[src/pib_regs.svh]
`ifndef PIB_REGS_SVH
`define PIB_REGS_SVH

// ****************************************************************
// Register offsets (byte addresses, low bits of HADDR)
// ****************************************************************
`define PIB_ADDR_BITS        12
`define PIB_OFS_ENABLE       12'h000
`define PIB_OFS_CONTROL      12'h004
`define PIB_OFS_FLAGS        12'h008

// ****************************************************************
// Field positions: sources shared by enable and flag registers, global and group in control
// ****************************************************************
`define PIB_BIT_RX           5
`define PIB_BIT_TX           4
`define PIB_BIT_COLLISION    1
`define PIB_BIT_SYNC         0
`define PIB_BIT_GLOBAL       7
`define PIB_BIT_GROUP        6
`define PIB_REG_MSB          7
`define PIB_PAD_ZERO         24'h00_0000

// ****************************************************************
// Reset values and bus constants
// ****************************************************************
`define PIB_ENABLE_RESET     4'h0
`define PIB_CONTROL_RESET    2'h0
`define PIB_FLAGS_RESET      4'h0
`define PIB_WORD_ZERO        32'h0000_0000
`define PIB_BYTE_ZERO        8'h00
`define PIB_RESP_OKAY        1'h0
`define PIB_HTRANS_ACTIVE    1

`endif

[src/pib_pkg.sv]
`include "pib_regs.svh"
package pib_pkg;

    // ****************************************************************
    // Types
    // ****************************************************************
    // Four sources: 3 receive, 2 transmit, 1 collision, 0 sync event
    typedef logic [3:0] pib_src_type;

    // Bus slave state
    typedef enum logic [1:0]
    {
        PIB_ST_IDLE   = 2'b00,  // Ready, no read pending
        PIB_ST_RDWAIT = 2'b01   // One wait state while read data settles
    } pib_bus_state_type;

    // ****************************************************************
    // Layout helpers
    // ****************************************************************
    // Spread the four sources onto their register bit positions
    function automatic logic [7:0] pib_pack(input pib_src_type src);
        logic [7:0] v;
        v = `PIB_BYTE_ZERO;
        v[`PIB_BIT_RX]        = src[3];
        v[`PIB_BIT_TX]        = src[2];
        v[`PIB_BIT_COLLISION] = src[1];
        v[`PIB_BIT_SYNC]      = src[0];
        return v;
    endfunction : pib_pack

    // Gather the four sources from a register byte; other bits dropped
    function automatic pib_src_type pib_unpack(input logic [7:0] v);
        return {v[`PIB_BIT_RX], v[`PIB_BIT_TX], v[`PIB_BIT_COLLISION], v[`PIB_BIT_SYNC]};
    endfunction : pib_unpack

endpackage : pib_pkg

[src/pib_gate_if.sv]
`timescale 1ns/1ps
// ****************************************************************
// Link between register front end and the flag/gate unit
// ****************************************************************
interface pib_gate_if;
    import pib_pkg::*;
    pib_src_type enable;     // Per-source enable bits
    logic        group_en;   // Peripheral group enable
    logic        global_en;  // Global enable
    pib_src_type clear;      // One-cycle clear strobes for flags
    pib_src_type flags;      // Pending flags
    logic        request;    // Registered request toward the core

    modport ctrl (output enable, group_en, global_en, clear, input flags, request);
    modport gate (input enable, group_en, global_en, clear, output flags, request);
endinterface : pib_gate_if

[src/pib_gate.sv]
`timescale 1ns/1ps
`include "pib_regs.svh"
// ****************************************************************
// Flag capture and request gating
// ****************************************************************
module pib_gate
    import pib_pkg::*;
(
    // Clock and reset
    input  wire logic  clk,
    input  wire logic  reset,
    // Peripheral event pulses, same clock
    input  wire pib_src_type events,
    // Front end link
    pib_gate_if.gate   link
);

    pib_src_type flags_r;     // Pending flags
    pib_src_type flags_nxt;
    logic        request_r;   // Request to the core
    logic        request_nxt;

    // Next flags and request; an event in the clear cycle survives
    always_comb
    begin
        flags_nxt   = (flags_r & ~link.clear) | events;
        // Each source passes through its own enable bit, then the group and global enables
        request_nxt = link.global_en & link.group_en
                    & (|(flags_r & link.enable));
    end

    // Register stage
    always_ff @(posedge clk or posedge reset)
    begin
        if (reset)
        begin
            flags_r   <= `PIB_FLAGS_RESET;
            request_r <= 1'b0;
        end
        else
        begin
            flags_r   <= flags_nxt;
            request_r <= request_nxt;
        end
    end

    assign link.flags   = flags_r;
    assign link.request = request_r;

endmodule : pib_gate

[src/pib_top.sv]
// Chosen here: the AHB-Lite interface to the registers and the register offsets.
`timescale 1ns/1ps
`include "pib_regs.svh"
// ****************************************************************
// Fourth peripheral interrupt enable bank with AHB-Lite access
// ****************************************************************
// Map: enable bank, interrupt control, then pending flags, one word each
// Reads take one wait state, writes take none; the response is always OKAY
// No synchronisers: every input comes from logic on the core clock
module pib_top
    import pib_pkg::*;
(
    // Clock and reset
    input  wire logic        CORE_CLK,
    input  wire logic        RESET,
    // AHB-Lite slave
    input  wire logic        HSEL,
    input  wire logic [31:0] HADDR,
    input  wire logic [1:0]  HTRANS,
    input  wire logic        HWRITE,
    input  wire logic [2:0]  HSIZE,
    input  wire logic [31:0] HWDATA,
    input  wire logic        HREADY,
    output logic      [31:0] HRDATA,
    output logic             HREADYOUT,
    output logic             HRESP,
    // Peripheral event pulses
    input  wire logic        SER2_RX_EVENT,
    input  wire logic        SER2_TX_EVENT,
    input  wire logic        SYNC2_COLLISION_EVENT,
    input  wire logic        SYNC2_EVENT,
    // Interrupt request to the core
    output logic             IRQ_TO_CORE
);

    // ****************************************************************
    // Declarations
    // ****************************************************************
    // Gate link
    pib_gate_if link ();                               // To the gate unit

    // Bus slave state
    pib_bus_state_type           state_r;              // Bus slave state
    pib_bus_state_type           state_nxt;
    logic                        wr_pend_r;            // Write data phase due
    logic                        wr_pend_nxt;
    logic [`PIB_ADDR_BITS-1:0]   addr_r;               // Latched address
    logic [`PIB_ADDR_BITS-1:0]   addr_nxt;
    logic [31:0]                 hrdata_r;             // Read data
    logic [31:0]                 hrdata_nxt;
    logic                        hready_r;             // Ready out
    logic                        hready_nxt;
    logic                        hresp_r;              // Response out, always OKAY
    logic                        hresp_nxt;
    // Register bank state
    pib_src_type                 enable_r;             // Enable bank
    pib_src_type                 enable_nxt;
    logic [1:0]                  control_r;            // {global, group}
    logic [1:0]                  control_nxt;
    // Strobes and decode
    pib_src_type                 clear;                // Flag clear strobes
    logic                        take;                 // Address phase taken

    // ****************************************************************
    // Register readback
    // ****************************************************************
    // Readback of one register; unmapped reads as zero
    function automatic logic [31:0] read_reg(input logic [`PIB_ADDR_BITS-1:0] a);
        logic [7:0] v;
        v = `PIB_BYTE_ZERO;
        case (a)
            // Enable bank: reserved positions come back as zero
            `PIB_OFS_ENABLE:  v = pib_pack(enable_r);
            // Control: only the global and group bits exist
            `PIB_OFS_CONTROL:
            begin
                v[`PIB_BIT_GLOBAL] = control_r[1];
                v[`PIB_BIT_GROUP]  = control_r[0];
            end
            // Pending flags, straight from the gate unit
            `PIB_OFS_FLAGS:   v = pib_pack(link.flags);
            // Holes in the map read as zero, never an error
            default:          v = `PIB_BYTE_ZERO;
        endcase
        // Only the low byte is implemented; the pad is constant zero
        return {`PIB_PAD_ZERO, v};
    endfunction : read_reg

    // ****************************************************************
    // Bus slave
    // ****************************************************************
    // Reads take one wait state so a write just before is seen
    always_comb
    begin
        // Taken only while the bus is ready and the transfer is real
        take        = HSEL & HREADY & HTRANS[`PIB_HTRANS_ACTIVE];
        // Defaults: hold state, keep ready high, answer OKAY
        state_nxt   = state_r;
        wr_pend_nxt = take & HWRITE;
        addr_nxt    = take ? HADDR[`PIB_ADDR_BITS-1:0] : addr_r;
        hrdata_nxt  = hrdata_r;
        hready_nxt  = 1'b1;
        hresp_nxt   = `PIB_RESP_OKAY;
        // Two states: idle, or one wait for read data
        case (state_r)
            PIB_ST_IDLE:
            begin
                // Writes never wait: the bank takes HWDATA one edge later
                // Read accepted: stall the data phase one cycle
                if (take && !HWRITE)
                begin
                    state_nxt  = PIB_ST_RDWAIT;
                    hready_nxt = 1'b0;
                end
            end
            PIB_ST_RDWAIT:
            begin
                // Sample the register now, release the bus
                // Sampling here, not at the address edge, lets a write just before show up
                hrdata_nxt = read_reg(addr_r);
                state_nxt  = PIB_ST_IDLE;
            end
            default:
            begin
                // Unused code: fall back to idle
                state_nxt = PIB_ST_IDLE;
            end
        endcase
    end

    // Bus slave registers; ready leaves reset high so the bus never hangs
    always_ff @(posedge CORE_CLK or posedge RESET)
    begin
        if (RESET)
        begin
            // Idle, ready, nothing pending
            state_r   <= PIB_ST_IDLE;
            wr_pend_r <= 1'b0;
            addr_r    <= `PIB_OFS_ENABLE;
            hrdata_r  <= `PIB_WORD_ZERO;
            hready_r  <= 1'b1;
            hresp_r   <= `PIB_RESP_OKAY;
        end
        else
        begin
            state_r   <= state_nxt;
            wr_pend_r <= wr_pend_nxt;
            addr_r    <= addr_nxt;
            hrdata_r  <= hrdata_nxt;
            hready_r  <= hready_nxt;
            hresp_r   <= hresp_nxt;
        end
    end

    // ****************************************************************
    // Register bank
    // ****************************************************************
    // Writes land in the data phase; reserved bits are simply dropped
    always_comb
    begin
        // Defaults: hold the bank, no clear strobes
        enable_nxt  = enable_r;
        control_nxt = control_r;
        clear       = `PIB_FLAGS_RESET;
        if (wr_pend_r)
        begin
            case (addr_r)
                // Enable bank: only the four implemented bits are kept
                `PIB_OFS_ENABLE:  enable_nxt = pib_unpack(HWDATA[`PIB_REG_MSB:0]);
                // Control: global and group enables
                `PIB_OFS_CONTROL: control_nxt = {HWDATA[`PIB_BIT_GLOBAL], HWDATA[`PIB_BIT_GROUP]};
                // Write one to clear a flag
                `PIB_OFS_FLAGS:   clear = pib_unpack(HWDATA[`PIB_REG_MSB:0]);
                // Unmapped offset: write ignored
                default:          enable_nxt = enable_r;
            endcase
        end
    end

    // Every reset source returns the bank to zero
    always_ff @(posedge CORE_CLK or posedge RESET)
    begin
        if (RESET)
        begin
            // Bank and control clear together, so no request follows a reset
            enable_r  <= `PIB_ENABLE_RESET;
            control_r <= `PIB_CONTROL_RESET;
        end
        else
        begin
            enable_r  <= enable_nxt;
            control_r <= control_nxt;
        end
    end

    // ****************************************************************
    // Gate unit
    // ****************************************************************
    // Feed the gate unit straight from the bank registers and the clear strobes
    // Group enable is control bit 0, global enable control bit 1
    assign link.enable    = enable_r;
    assign link.group_en  = control_r[0];
    assign link.global_en = control_r[1];
    assign link.clear     = clear;

    // Flags and the registered request live in the gate unit
    pib_gate u_gate
    (
        .clk    (CORE_CLK),
        .reset  (RESET),
        .events ({SER2_RX_EVENT, SER2_TX_EVENT, SYNC2_COLLISION_EVENT, SYNC2_EVENT}),
        .link   (link.gate)
    );

    // ****************************************************************
    // Outputs
    // ****************************************************************
    // Every output leaves straight from a register
    assign HRDATA      = hrdata_r;
    assign HREADYOUT   = hready_r;
    assign HRESP       = hresp_r;
    assign IRQ_TO_CORE = link.request;

endmodule : pib_top

[config.mk]
export PLATFORM = sky130hd
export DESIGN_NAME = pib_top
export DESIGN_NICKNAME = d
export VERILOG_FILES = /design/src/pib_pkg.sv /design/src/pib_gate_if.sv /design/src/pib_gate.sv /design/src/pib_top.sv
export VERILOG_INCLUDE_DIRS = /design/src /design/src/src
export SDC_FILE = /design/constraint.sdc
export NUM_CORES = 1
export LEC_CHECK = 0
export BUFFER_PORTS_ARGS = -buffer_cell sky130_fd_sc_hd__buf_2
export CAP_MARGIN = 20
export CORE_MARGIN = 3
export CORE_UTILIZATION = 30
export CTS_CLUSTER_SIZE = 40
export DETAILED_ROUTE_END_ITERATION = 8
export PLACE_DENSITY = 0.66
export SETUP_SLACK_MARGIN = 0.4
export SYNTH_ARGS = -nofsm -noshare
export SYNTH_HDL_FRONTEND = slang
export SYNTH_SLANG_ARGS = --single-unit
[constraint.sdc]
create_clock -name CORE_CLK -period 3.5 [get_ports CORE_CLK]
set_clock_uncertainty 0.2 [all_clocks]
set_input_delay 0.175 -clock CORE_CLK [delete_from_list [all_inputs] [get_ports CORE_CLK]]
set_output_delay 0.175 -clock CORE_CLK [all_outputs]
set_load 0.005 [all_outputs]
; Word level (Yosys, flattened, before mapping)
; Index checks and enable logic that the tools add are counted.
; W data, S select, Z words.
[totals]
inputBits = 78
word_cells = 37
ff_bits = 35
[classes]
n_reduce_logical = 7
n_eq_ne = 4
n_bitwise = 9
mux = 8
[ops]
columns = op, n
row1 = $eq A12 B3 Y1 const B, 1
row2 = $eq A12 B4 Y1 const B, 1
row3 = $logic_not A12 Y1, 1
row4 = $pmux W6 S2, 1
row5 = $and A4 B4 Y4, 2
row6 = $mux W4, 2
row7 = $mux W2, 3
row8 = $and A1 B1 Y1, 5
row9 = $not A4 Y4, 1
row10 = $or A4 B4 Y4, 1
row11 = $reduce_and A2 Y1, 2
row12 = $reduce_or A4 Y1, 1
row13 = $eq A2 B1 Y1 const B, 1
row14 = $logic_not A2 Y1, 1
row15 = $mux W1, 2
row16 = $ne A2 B2 Y1 const B, 1
row17 = $logic_and A1 B1 Y1, 1
row18 = $logic_not A1 Y1, 1

; Depth between registers and ports, before layout
; Gate-level depths: netlist of the first run.
[logic_depth]
depth_word = 6
mapped_depth = 4
ltp_nobuf = 3

; By module
; Synthesis of the first run repeated with hierarchy kept, for this count alone.
[unflattened]
hier_cells = 140
area_unflattened_um2 = 1605.3
[by_module_without_submodules]
columns = module, n_inst, area_per_inst_um2, cells_per_inst
row1 = pib_top, 1, 1406.3, 122
row2 = pib_gate, 1, 198.9, 18

; Worst setup path after synthesis of the first run
; Ideal clock, no wire load.
[synth_timing]
path_type = register to register
start = register addr_r[8]
end = register enable_r[0]
t_arrival_ns = 1.371
path_slack_ns = 1.804
setup_ns = 0.125
required_ns = 3.175
path_stages_with_launch = 4
path_cell_list = dfrtp_1 -> nor4_4 -> and4_4 -> mux2_4
[synth_via]
elab_chain_len = 2
[synth_rtl]
columns = element, line_no
row1 = from (decl), pib_top.sv:47  ; logic [`PIB_ADDR_BITS-1:0] addr_r;
row2 = from (signal assigned), pib_top.sv:139  ; addr_r <= `PIB_OFS_ENABLE;
row3 = from (signal assigned), pib_top.sv:148  ; addr_r <= addr_nxt;
row4 = $logic_not A12 Y1, pib_top.sv:167  ; case (addr_r)
row5 = $reduce_and A2 Y1 (no line), -
row6 = to (signal assigned), pib_top.sv:186  ; enable_r <= `PIB_ENABLE_RESET;
row7 = to (signal assigned), pib_top.sv:191  ; enable_r <= enable_nxt;
row8 = to (decl), pib_top.sv:56  ; pib_src_type enable_r;
; No other way between the ends.
; A chain may end at the register's enable or synchronous reset.

; Worst setup path after layout of the first run
[layout_timing]
start = register addr_r[8]
end = register u_gate.flags_r[1], in the netlist u_gate.link.flags[1]
[layout_via]
elab_chain_len = 6
[layout_rtl]
columns = element, line_no
row1 = $eq A12 B4 Y1, pib_top.sv:167
row2 = $mux W4, pib_top.sv:167
row3 = $mux W4, pib_top.sv:165  ; if (wr_pend_r)
row4 = $not A4 Y4, pib_gate.sv:26  ; flags_nxt = (flags_r & ~link.clear) | events;
row5 = $and A4 B4 Y4, pib_gate.sv:26
row6 = $or A4 B4 Y4, pib_gate.sv:26
row7 = net u_gate.flags_nxt[1], pib_gate.sv:19  ; pib_src_type flags_nxt;
row8 = to (signal assigned), pib_gate.sv:37  ; flags_r <= `PIB_FLAGS_RESET;
row9 = to (signal assigned), pib_gate.sv:42  ; flags_r <= flags_nxt;
row10 = to (decl), pib_gate.sv:18  ; pib_src_type flags_r;
; The timed path passes the listed nets, and every way through them passes these cells.

==> metrics.cfg, run 1 <==
[status]
status=completed

[clock_network]
clk_latency_ns=0.28
postCtsSetupRepairBufs=0
cts_buffers=5
h-tree-depth=2
clock_path_buffers=2
clk_pin_slew_worst_paths_ns=0.06
ctsRootBufferMaster=clkbuf_8
clkSinkCount=32
cts_tree=yes

[place]
globalplace.congestion=0.688
place_inst=233
dp_hpwl_mm=2.19
port_buffers=35

[worst_setup_path]
crit_arrival_ns=2.10
critPathKind=flop to flop
r2r_end=u_gate.link.flags[1]
critPathLaunchType=flop
crit_fanout=7
endpoint_kind=flop
r2r_cells=4
cp.required_ns=3.46
max_stage_delay_ns=0.55
worst_path_max_delay_cell=dlygate4sd3_1
reg2reg_from=addr_r[8]
path_cells=nor4_4, and4_2, a31oi_1, dlygate4sd3_1
r2r_setup_slack_ns=1.36

[yosys]
synth_cell_types=27
syn-cell-area_um2=1590
syn_inst=134
synth_warnings=0
synthTopCellsByArea=dfrtp_1 (49%), buf_4 (13%), mux2_2 (9.9%)
synth_common_cells=dfrtp_1 (31), buf_4 (27), mux2_2 (14), inv_1 (12), o22ai_1 (6)
avgSynthCellArea_um2=11.9
synth_edf_count=0
yosys.area.top_type_share_pct=48.8
ys_ff_latch=32
async_flop_share_pct=100
yosysSeqAreaShare_pct=50.5
yosys.area.top_type=dfrtp_1
synthFlopType=dfrtp_1
yosysMostFrequentCell=dfrtp_1

[drt]
route.detailed.drc=0
drtPass1Iterations=4
drt_iter0_drc=22
via_per_inst=4.13
wirelength_mm=3.07
vias=1090
final_antenna_net_count=0
wire_per_inst_um=11.6

[pwr]
pwr-share-clk_pct=32.0
peakVddDrop_mv=0.266
seqPwrFrac_pct=53.7
leakagePower_nw=0.979
switching_share_pct=25.5
intPower_w=0.000605
p_switching_w=0.000207
pwr-share-comb_pct=14.2
p_per_area_nw_per_um2=395

[timing]
relSlewSlack_pct=59.5
setup_tns_ns=0
setup_viol=0
post-route-min-period_ns=2.14
whs_ns=0.309
finalCritPeriodShare_pct=61.2
tightest_slew_ns=0.605
max_freq_mhz=467
hold_violations=0
final-max-slew-violation-count=0
grt_setup_unrepaired=false

[worst_hold_path]
min_path_cells=1
holdCritStartpoint=addr_r[0]
hp-class=flop to flop
hold_end=addr_r[0]

[final_layout]
final_util_pct=41.8
syn2layout_area_growth_pct=29.3
layout.cells.non_filler=264
diodes=0
fillerInstances=488
fin_nets=275
drive_gt1_share_pct=33.0

[global_routing]
grt_first_pass_wirelength_mm=5.00
grt_pass1_vias=1142
grt-ovfl-total=0
grt_start_max_net_pins=33
antenna_found_initial=0
grtUsageTotal_pct=10.4

[floorplan]
die_area_um2=6210
core_um2=4910
pin_count=113
rows=25
dieHeight_um=78.8
start_util_pct=32.4
dieWidth_um=78.8

[run]
maxCapViolations=0

## metal layers
layer	vias to the layer above	GRT usage [%]	share of wire (%)	wire length, µm
met3	3	3.51	7.2	221
met4	0	3.67	1.1	33
li1	534	-	-	-
met2	44	17.7	50	1540
met5	-	0	0	0
met1	509	12.3	42	1280
## worst max-delay path, delay by kind of cell, from the launching register on
| kind | cells | cell delay, ns |
|---|---|---|
| AOI/OAI and AO/OA | 1 | 0.08 |
| buffers and inverters | 1 | 0.55 |
| DFF | 1 | 0.41 |
| and+or+nand+nor | 2 | 0.78 |
## what timing repair did
item / in CTS / in global routing
resized for setup: 0 / 0
hold buffers: 24 / 0
hold endpoints to repair: 56 / 0
## cell families after synthesis
group | share of synthesized area, %
buf+inv | 16.5
flops | 50.5
simple gates | 11.3
mux | 16.2
compound gates | 5.28
other cells | 0.236
## layout make-up
cell class / count / area [µm²] / share of cell area (%)
clock buffers: 6 / 72.6 / 3.53
clock inverters: 1 / 5.00 / 0.244
inverters: 12 / 45.0 / 2.19
multi-input cells: 86 / 623 / 30.3
flip-flops and latches: 32 / 802 / 39.0
well taps: 67 / 83.8 / 4.08
repair buffers: 60 / 423 / 20.6
## how the worst max path moves through the flow
stage,from,to,cells past startpoint
2_1_floorplan,addr_r[8],enable_r[0],3
3_3_place_gp,addr_r[8],enable_r[0],3
5_1_grt,addr_r[8],u_gate.link.flags[0],4
6_report,addr_r[8],u_gate.link.flags[1],4
4_1_cts,addr_r[8],u_gate.link.flags[0],4
3_5_place_dp,addr_r[8],enable_r[2],3
## registers in the layout, summed over array words and instances (netlist names)
name and flops:
u_gate.link.request 1, addr_r 12, u_gate.link.flags 4, HRDATA 6
wr_pend_r 1, state_r 1, enable_r 4, HREADYOUT 1
control_r 2
## stage by stage
step           setup slack [ns]  total power [W]  instance area (µm²)
4_1_cts                    1.35         0.000823                 2050
5_1_grt                    1.23         0.000856                 2050
3_5_place_dp               1.67         0.000540                 1740
2_1_floorplan              1.80         0.000529                 1690
6_report                   1.36         0.000812                 2050
3_3_place_gp               1.69         0.000536                 1740
## power groups by stage
| stage | sequential (W) | clock [W] | combinational [W] |
|---|---|---|---|
| after detailed placement | 0.000443 | 0 | 0.0000971 |
| after global placement | 0.000442 | 0 | 0.0000945 |
| final | 0.000436 | 0.000260 | 0.000116 |
| after floorplan | 0.000430 | 0 | 0.0000987 |
| after global routing | 0.000442 | 0.000285 | 0.000129 |
| after CTS | 0.000437 | 0.000270 | 0.000116 |
## cells in the final DEF (no fill, tap or decap), types with 3 or more instances in the layout
master          n
a31oi_1         3
buf_2          35
clkbuf_8        5
conb_1         27
dfrtp_1        31
dlygate4sd3_1  24
inv_1          12
mux2_2         14
mux2_4          4
mux2i_1         4
nand4_1         5
nor2_1          5
o22ai_1         6
No activity file was read; power rests on OpenSTA's default activity.
==> inputs of run 2 (changes only) <==
--- a/config.mk
+++ b/config.mk
@@ -12,7 +12,7 @@
 export CORE_UTILIZATION = 30
 export CTS_CLUSTER_SIZE = 40
 export DETAILED_ROUTE_END_ITERATION = 8
-export PLACE_DENSITY = 0.66
+export PLACE_DENSITY = 0.68
 export SETUP_SLACK_MARGIN = 0.4
 export SYNTH_ARGS = -nofsm -noshare
 export SYNTH_HDL_FRONTEND = slang
==> constraint.sdc (replaced) <==
create_clock -name CORE_CLK -period 1.8 [get_ports CORE_CLK]
set_clock_uncertainty 0.2 [all_clocks]
set_input_delay 0.09 -clock CORE_CLK [delete_from_list [all_inputs] [get_ports CORE_CLK]]
set_output_delay 0.09 -clock CORE_CLK [all_outputs]
set_load 0.005 [all_outputs]
==> metrics.cfg, run 2 (synthesized netlist as in run 1, its figures left out) <==
[status]
status=completed

[worst_hold_path]
holdCritStartpoint=HREADY
hp-class=primary input to flop

[run]
maxCapViolations=0

[place]
globalplace.congestion=0.661
dpl-instance-area_um2=1770
dp_hpwl_mm=2.23
port_buffers=35

[floorplan]
core_um2=4910
rows=25
dieHeight_um=78.8
pin_count=113
start_util_pct=32.4
die_area_um2=6210
dieWidth_um=78.8

[pwr]
leakagePower_nw=1.03
pwr-share-comb_pct=16.2
intPower_w=0.00125
seqPwrFrac_pct=50.5
switching_share_pct=24.6
p_per_area_nw_per_um2=780
peakVddDrop_mv=0.525
p_switching_w=0.000408
pwr-share-clk_pct=33.3

[timing]
grt_setup_unrepaired=true
max_freq_mhz=607
post-route-min-period_ns=1.65
setup_tns_ns=0
whs_ns=0.0787
final-max-slew-violation-count=0
finalCritPeriodShare_pct=91.6
hold_violations=0
setup_viol=0

[worst_setup_path]
crit_fanout=4
reg2reg_from=addr_r[11]
crit_arrival_ns=1.61
cp-startpoint=addr_r[11]
max_stage_delay_ns=0.40
endpoint_kind=flop
crit_family=simple AND/OR/NAND/NOR gates
critical_path_depth=3
r2r_cells=3
cp.required_ns=1.76
critPathLaunchType=flop
path_cells=nor4_4, and4_4, mux2_4
worst_path_max_delay_cell=dfrtp_1
r2r_setup_slack_ns=0.15
r2r_end=enable_r[2]
crit_buf_inv=0
critPathKind=flop to flop
cp-endpoint=enable_r[2]

[final_layout]
syn2layout_area_growth_pct=33.8
largest_reg_flops=12
final_util_pct=43.3
final_common_cell=buf_2
fin_nets=281
drive_gt1_share_pct=35.8
finalInstanceArea_um2=2130
regMostFlops=addr_r
layout_common_cells=buf_2 (35), dfrtp_1 (31), conb_1 (27), dlygate4sd3_1 (24), mux2_2 (14)
diodes=0

[global_routing]
grt_first_pass_wirelength_mm=4.99
grt-ovfl-total=0
grtUsageTotal_pct=10.2
grt_pass1_vias=1136
antenna_found_initial=0
grt_start_max_net_pins=33

[clock_network]
clk_pin_slew_worst_paths_ns=0.06
ctsRootBufferMaster=clkbuf_8
h-tree-depth=2
cts_buffers=5
clkSinkCount=32
clk_latency_ns=0.27
cts_tree=yes
clock_path_buffers=2

[drt]
route.detailed.drc=0
drt_iter0_drc=52
via_per_inst=4.10
drtPass1Iterations=4
wire_per_inst_um=11.4
final_antenna_net_count=0
vias=1110
wirelength_mm=3.08

==> run 2: stage by stage <==
stage,cells,setup slack (ns),total power (W)
global placement,238,0.157,0.00107
global route,271,0.104,0.00175
detailed placement,238,0.130,0.00107
floorplan,160,0.109,0.00103
CTS,271,0.124,0.00167
finish,271,0.151,0.00166
==> run 2: worst min path at each step <==
| stage | to | slack [ns] | cells past startpoint |
|---|---|---|---|
| floorplan | u_gate.link.flags[3] | -0.02 | 1 |
| global placement | addr_r[5] | -0.008 | 3 |
| detailed placement | addr_r[0] | -0.005 | 3 |
| CTS | wr_pend_r | 0.09 | 4 |
| global route | wr_pend_r | 0.12 | 4 |
| finish | wr_pend_r | 0.08 | 4 |
==> run 2: power groups by stage <==
stage               Combinational [W]  Clock (W)  Sequential, W
floorplan                    0.000192          0       0.000836
global route                 0.000298   0.000604       0.000847
detailed placement           0.000223          0       0.000849
CTS                          0.000268   0.000568       0.000836
global placement             0.000219          0       0.000847
finish                       0.000269   0.000552       0.000838
==> run 2: final cells by class <==
cell class	count	area (µm²)
timing repair buffer	66	468
tap	67	83.8
fill	469	2790
clock buffer	8	90.1
sequential	32	802
inverter	12	45.0
multi-input combinational	86	637
==> run 2: layer usage <==
layer / wire (µm) / part of all wire (%) / global-route usage, % / up-vias
met5: 0 / 0 / 0 / -
met2: 1540 / 50 / 17.2 / 37
met1: 1350 / 44 / 12.4 / 522
met4: 5 / 0.16 / 3.15 / 0
li1: - / - / - / 549
met3: 192 / 6.2 / 2.95 / 2
==> run 2: what timing repair did <==
item                                    4_1_cts  5_1_grt
endpoints found under the setup margin       16       16
hold buffers                                 24        0
resized for setup                             1        2
hold endpoints to repair                     56        0
setup buffers                                 1        0
pin swaps                                    11        1
==> run 2: tightest hold or removal path: stages <==
cell	delay, ns
buf_2	0.10
nand3_1	0.06
buf_4	0.20
nor2_1	0.06
==> inputs of run 3 (changes only) <==
--- a/config.mk
+++ b/config.mk
@@ -8,11 +8,13 @@
 export LEC_CHECK = 0
 export BUFFER_PORTS_ARGS = -buffer_cell sky130_fd_sc_hd__buf_2
 export CAP_MARGIN = 20
+export CORE_ASPECT_RATIO = 0.6
 export CORE_MARGIN = 3
 export CORE_UTILIZATION = 30
 export CTS_CLUSTER_SIZE = 40
 export DETAILED_ROUTE_END_ITERATION = 8
 export PLACE_DENSITY = 0.68
+export RECOVER_POWER = 25
 export SETUP_SLACK_MARGIN = 0.4
 export SYNTH_ARGS = -nofsm -noshare
 export SYNTH_HDL_FRONTEND = slang
==> metrics.cfg, run 3 (synthesized netlist as in run 1, its figures left out) <==
[timing]
grt_setup_unrepaired=true
tightest_slew_ns=0.782
setup_tns_ns=0
final-max-slew-violation-count=0
max_freq_mhz=603
post-route-min-period_ns=1.66
setup_viol=0
relSlewSlack_pct=47.9
hold_violations=0
finalCritPeriodShare_pct=92.2
layout_setup_ws_ns=0.141

[drt]
vias=1142
drt_iter0_drc=38
wirelength_mm=3.29
wire_per_inst_um=12.1
final_antenna_net_count=0
via_per_inst=4.20
drtPass1Iterations=4
route.detailed.drc=0

[final_layout]
fillerInstances=475
fin_nets=286
regMostFlops=addr_r
syn2layout_area_growth_pct=36.9
largest_reg_flops=12
drive_gt1_share_pct=37.8
diodes=0
layout_common_cells=buf_2 (34), dfrtp_1 (31), conb_1 (27), dlygate4sd3_1 (24), mux2_2 (14)
final_common_cell=buf_2

[place]
globalplace.congestion=0.749
dp_hpwl_mm=2.44
port_buffers=35
place_ws_ns=0.112

[worst_setup_path]
critPathLaunchType=flop
critPathKind=flop to flop
reg2reg_from=addr_r[11]
r2r_setup_slack_ns=0.14
r2r_end=control_r[1]
path_cells=nor4_4, buf_4, nand4_1, mux2_2
max_stage_delay_ns=0.40
worst_path_max_delay_cell=dfrtp_1
crit_arrival_ns=1.64
cp.required_ns=1.78
endpoint_kind=flop
r2r_cells=4
crit_fanout=5

[pwr]
peakVddDrop_mv=0.384
p_per_area_nw_per_um2=780
leakagePower_nw=1.06

[clock_network]
clock_path_buffers=2
clk_latency_ns=0.29
clk_pin_slew_worst_paths_ns=0.07
clkSinkCount=32
ctsRootBufferMaster=clkbuf_8
h-tree-depth=2
cts_buffers=5
cts_tree=yes

[floorplan]
start_util_pct=32.9
pin_count=113
die_area_um2=6230
rows=19
dieWidth_um=100
core_um2=4830
dieHeight_um=62.4

[global_routing]
grtUsageTotal_pct=10.9
grt_start_max_net_pins=33
antenna_found_initial=0
grt-ovfl-total=0
grt_pass1_vias=1089
grt_first_pass_wirelength_mm=5.31

[worst_hold_path]
hold_end=wr_pend_r
holdCritStartpoint=HREADY
min_path_cells=4
hp-class=primary input to flop

[run]
maxCapViolations=0

[status]
status=completed

[run 3: changes by cell type in the layout (fill, tap and decap cells not counted)]
cell and change:
buf_4 +2, a31oi_2 -1, buf_2 -1, clkbuf_2 +1, clkbuf_1 +1, o22ai_2 +3, buf_6 +2, a31oi_1 +1
o22ai_1 -3
[run 3: how the worst max path moves through the flow]
stage | depth (start not counted) | to | start | slack, ns
floorplan | 3 | enable_r[0] | addr_r[11] | 0.11
global placement | 4 | control_r[1] | addr_r[11] | 0.12
detailed placement | 4 | control_r[1] | addr_r[11] | 0.11
CTS | 3 | enable_r[1] | addr_r[11] | 0.14
global route | 3 | enable_r[3] | addr_r[7] | 0.08
finish | 4 | control_r[1] | addr_r[11] | 0.14
[run 3: layer usage]
metal	up-vias	GRT usage [%]	share of wire, %
met5	-	0	0
met4	0	4.60	1.8
met3	4	3.34	5.6
met2	37	13.5	41
met1	542	16.9	52
li1	559	-	-
[run 3: timing repair]
item / in CTS / in global routing
setup endpoints to repair: 16 / 16
endpoints found under the hold margin: 56 / 0
pin swaps: 11 / 6
resized for setup: 1 / 6
hold buffers: 24 / 0
buffers inserted: 4 / 2
[run 3: power by group]
part	total [W]	switching, W	leakage, nW	internal [W]
Combinational	0.000288	0.000113	0.622	0.000175
Clock	0.000569	0.000257	0.0455	0.000311
Sequential	0.000841	0.0000598	0.391	0.000781
Total	0.00170	0.000430	1.06	0.00127
[run 3: cell type report]
class | count | area (µm²) | area share, %
sequential | 32 | 802 | 36.9
multi-input combinational | 86 | 649 | 29.9
timing repair buffer | 71 | 509 | 23.4
clock buffer | 8 | 90.1 | 4.14
tap | 63 | 78.8 | 3.62
inverter | 12 | 45.0 | 2.07
[run 3: per-stage QoR]
step                cells  hold WS (ns)  utilization [%]  power [W]  area (µm²)
detailed placement    234      -0.00627             36.7    0.00108        1770
floorplan             160       -0.0177                -    0.00103        1690
CTS                   270        0.0585             44.2    0.00170        2130
finish                272        0.0694             45.1    0.00170        2170
global route          272         0.101             45.1    0.00178        2170
global placement      234     -0.000235             36.7    0.00107        1770
[run 3: worst max-delay path: cells and delay by family, from the launching register on]
kind          cells  cell delay (ns)
buf+inv           1             0.18
flops             1             0.40
mux               1             0.31
simple gates      2             0.47
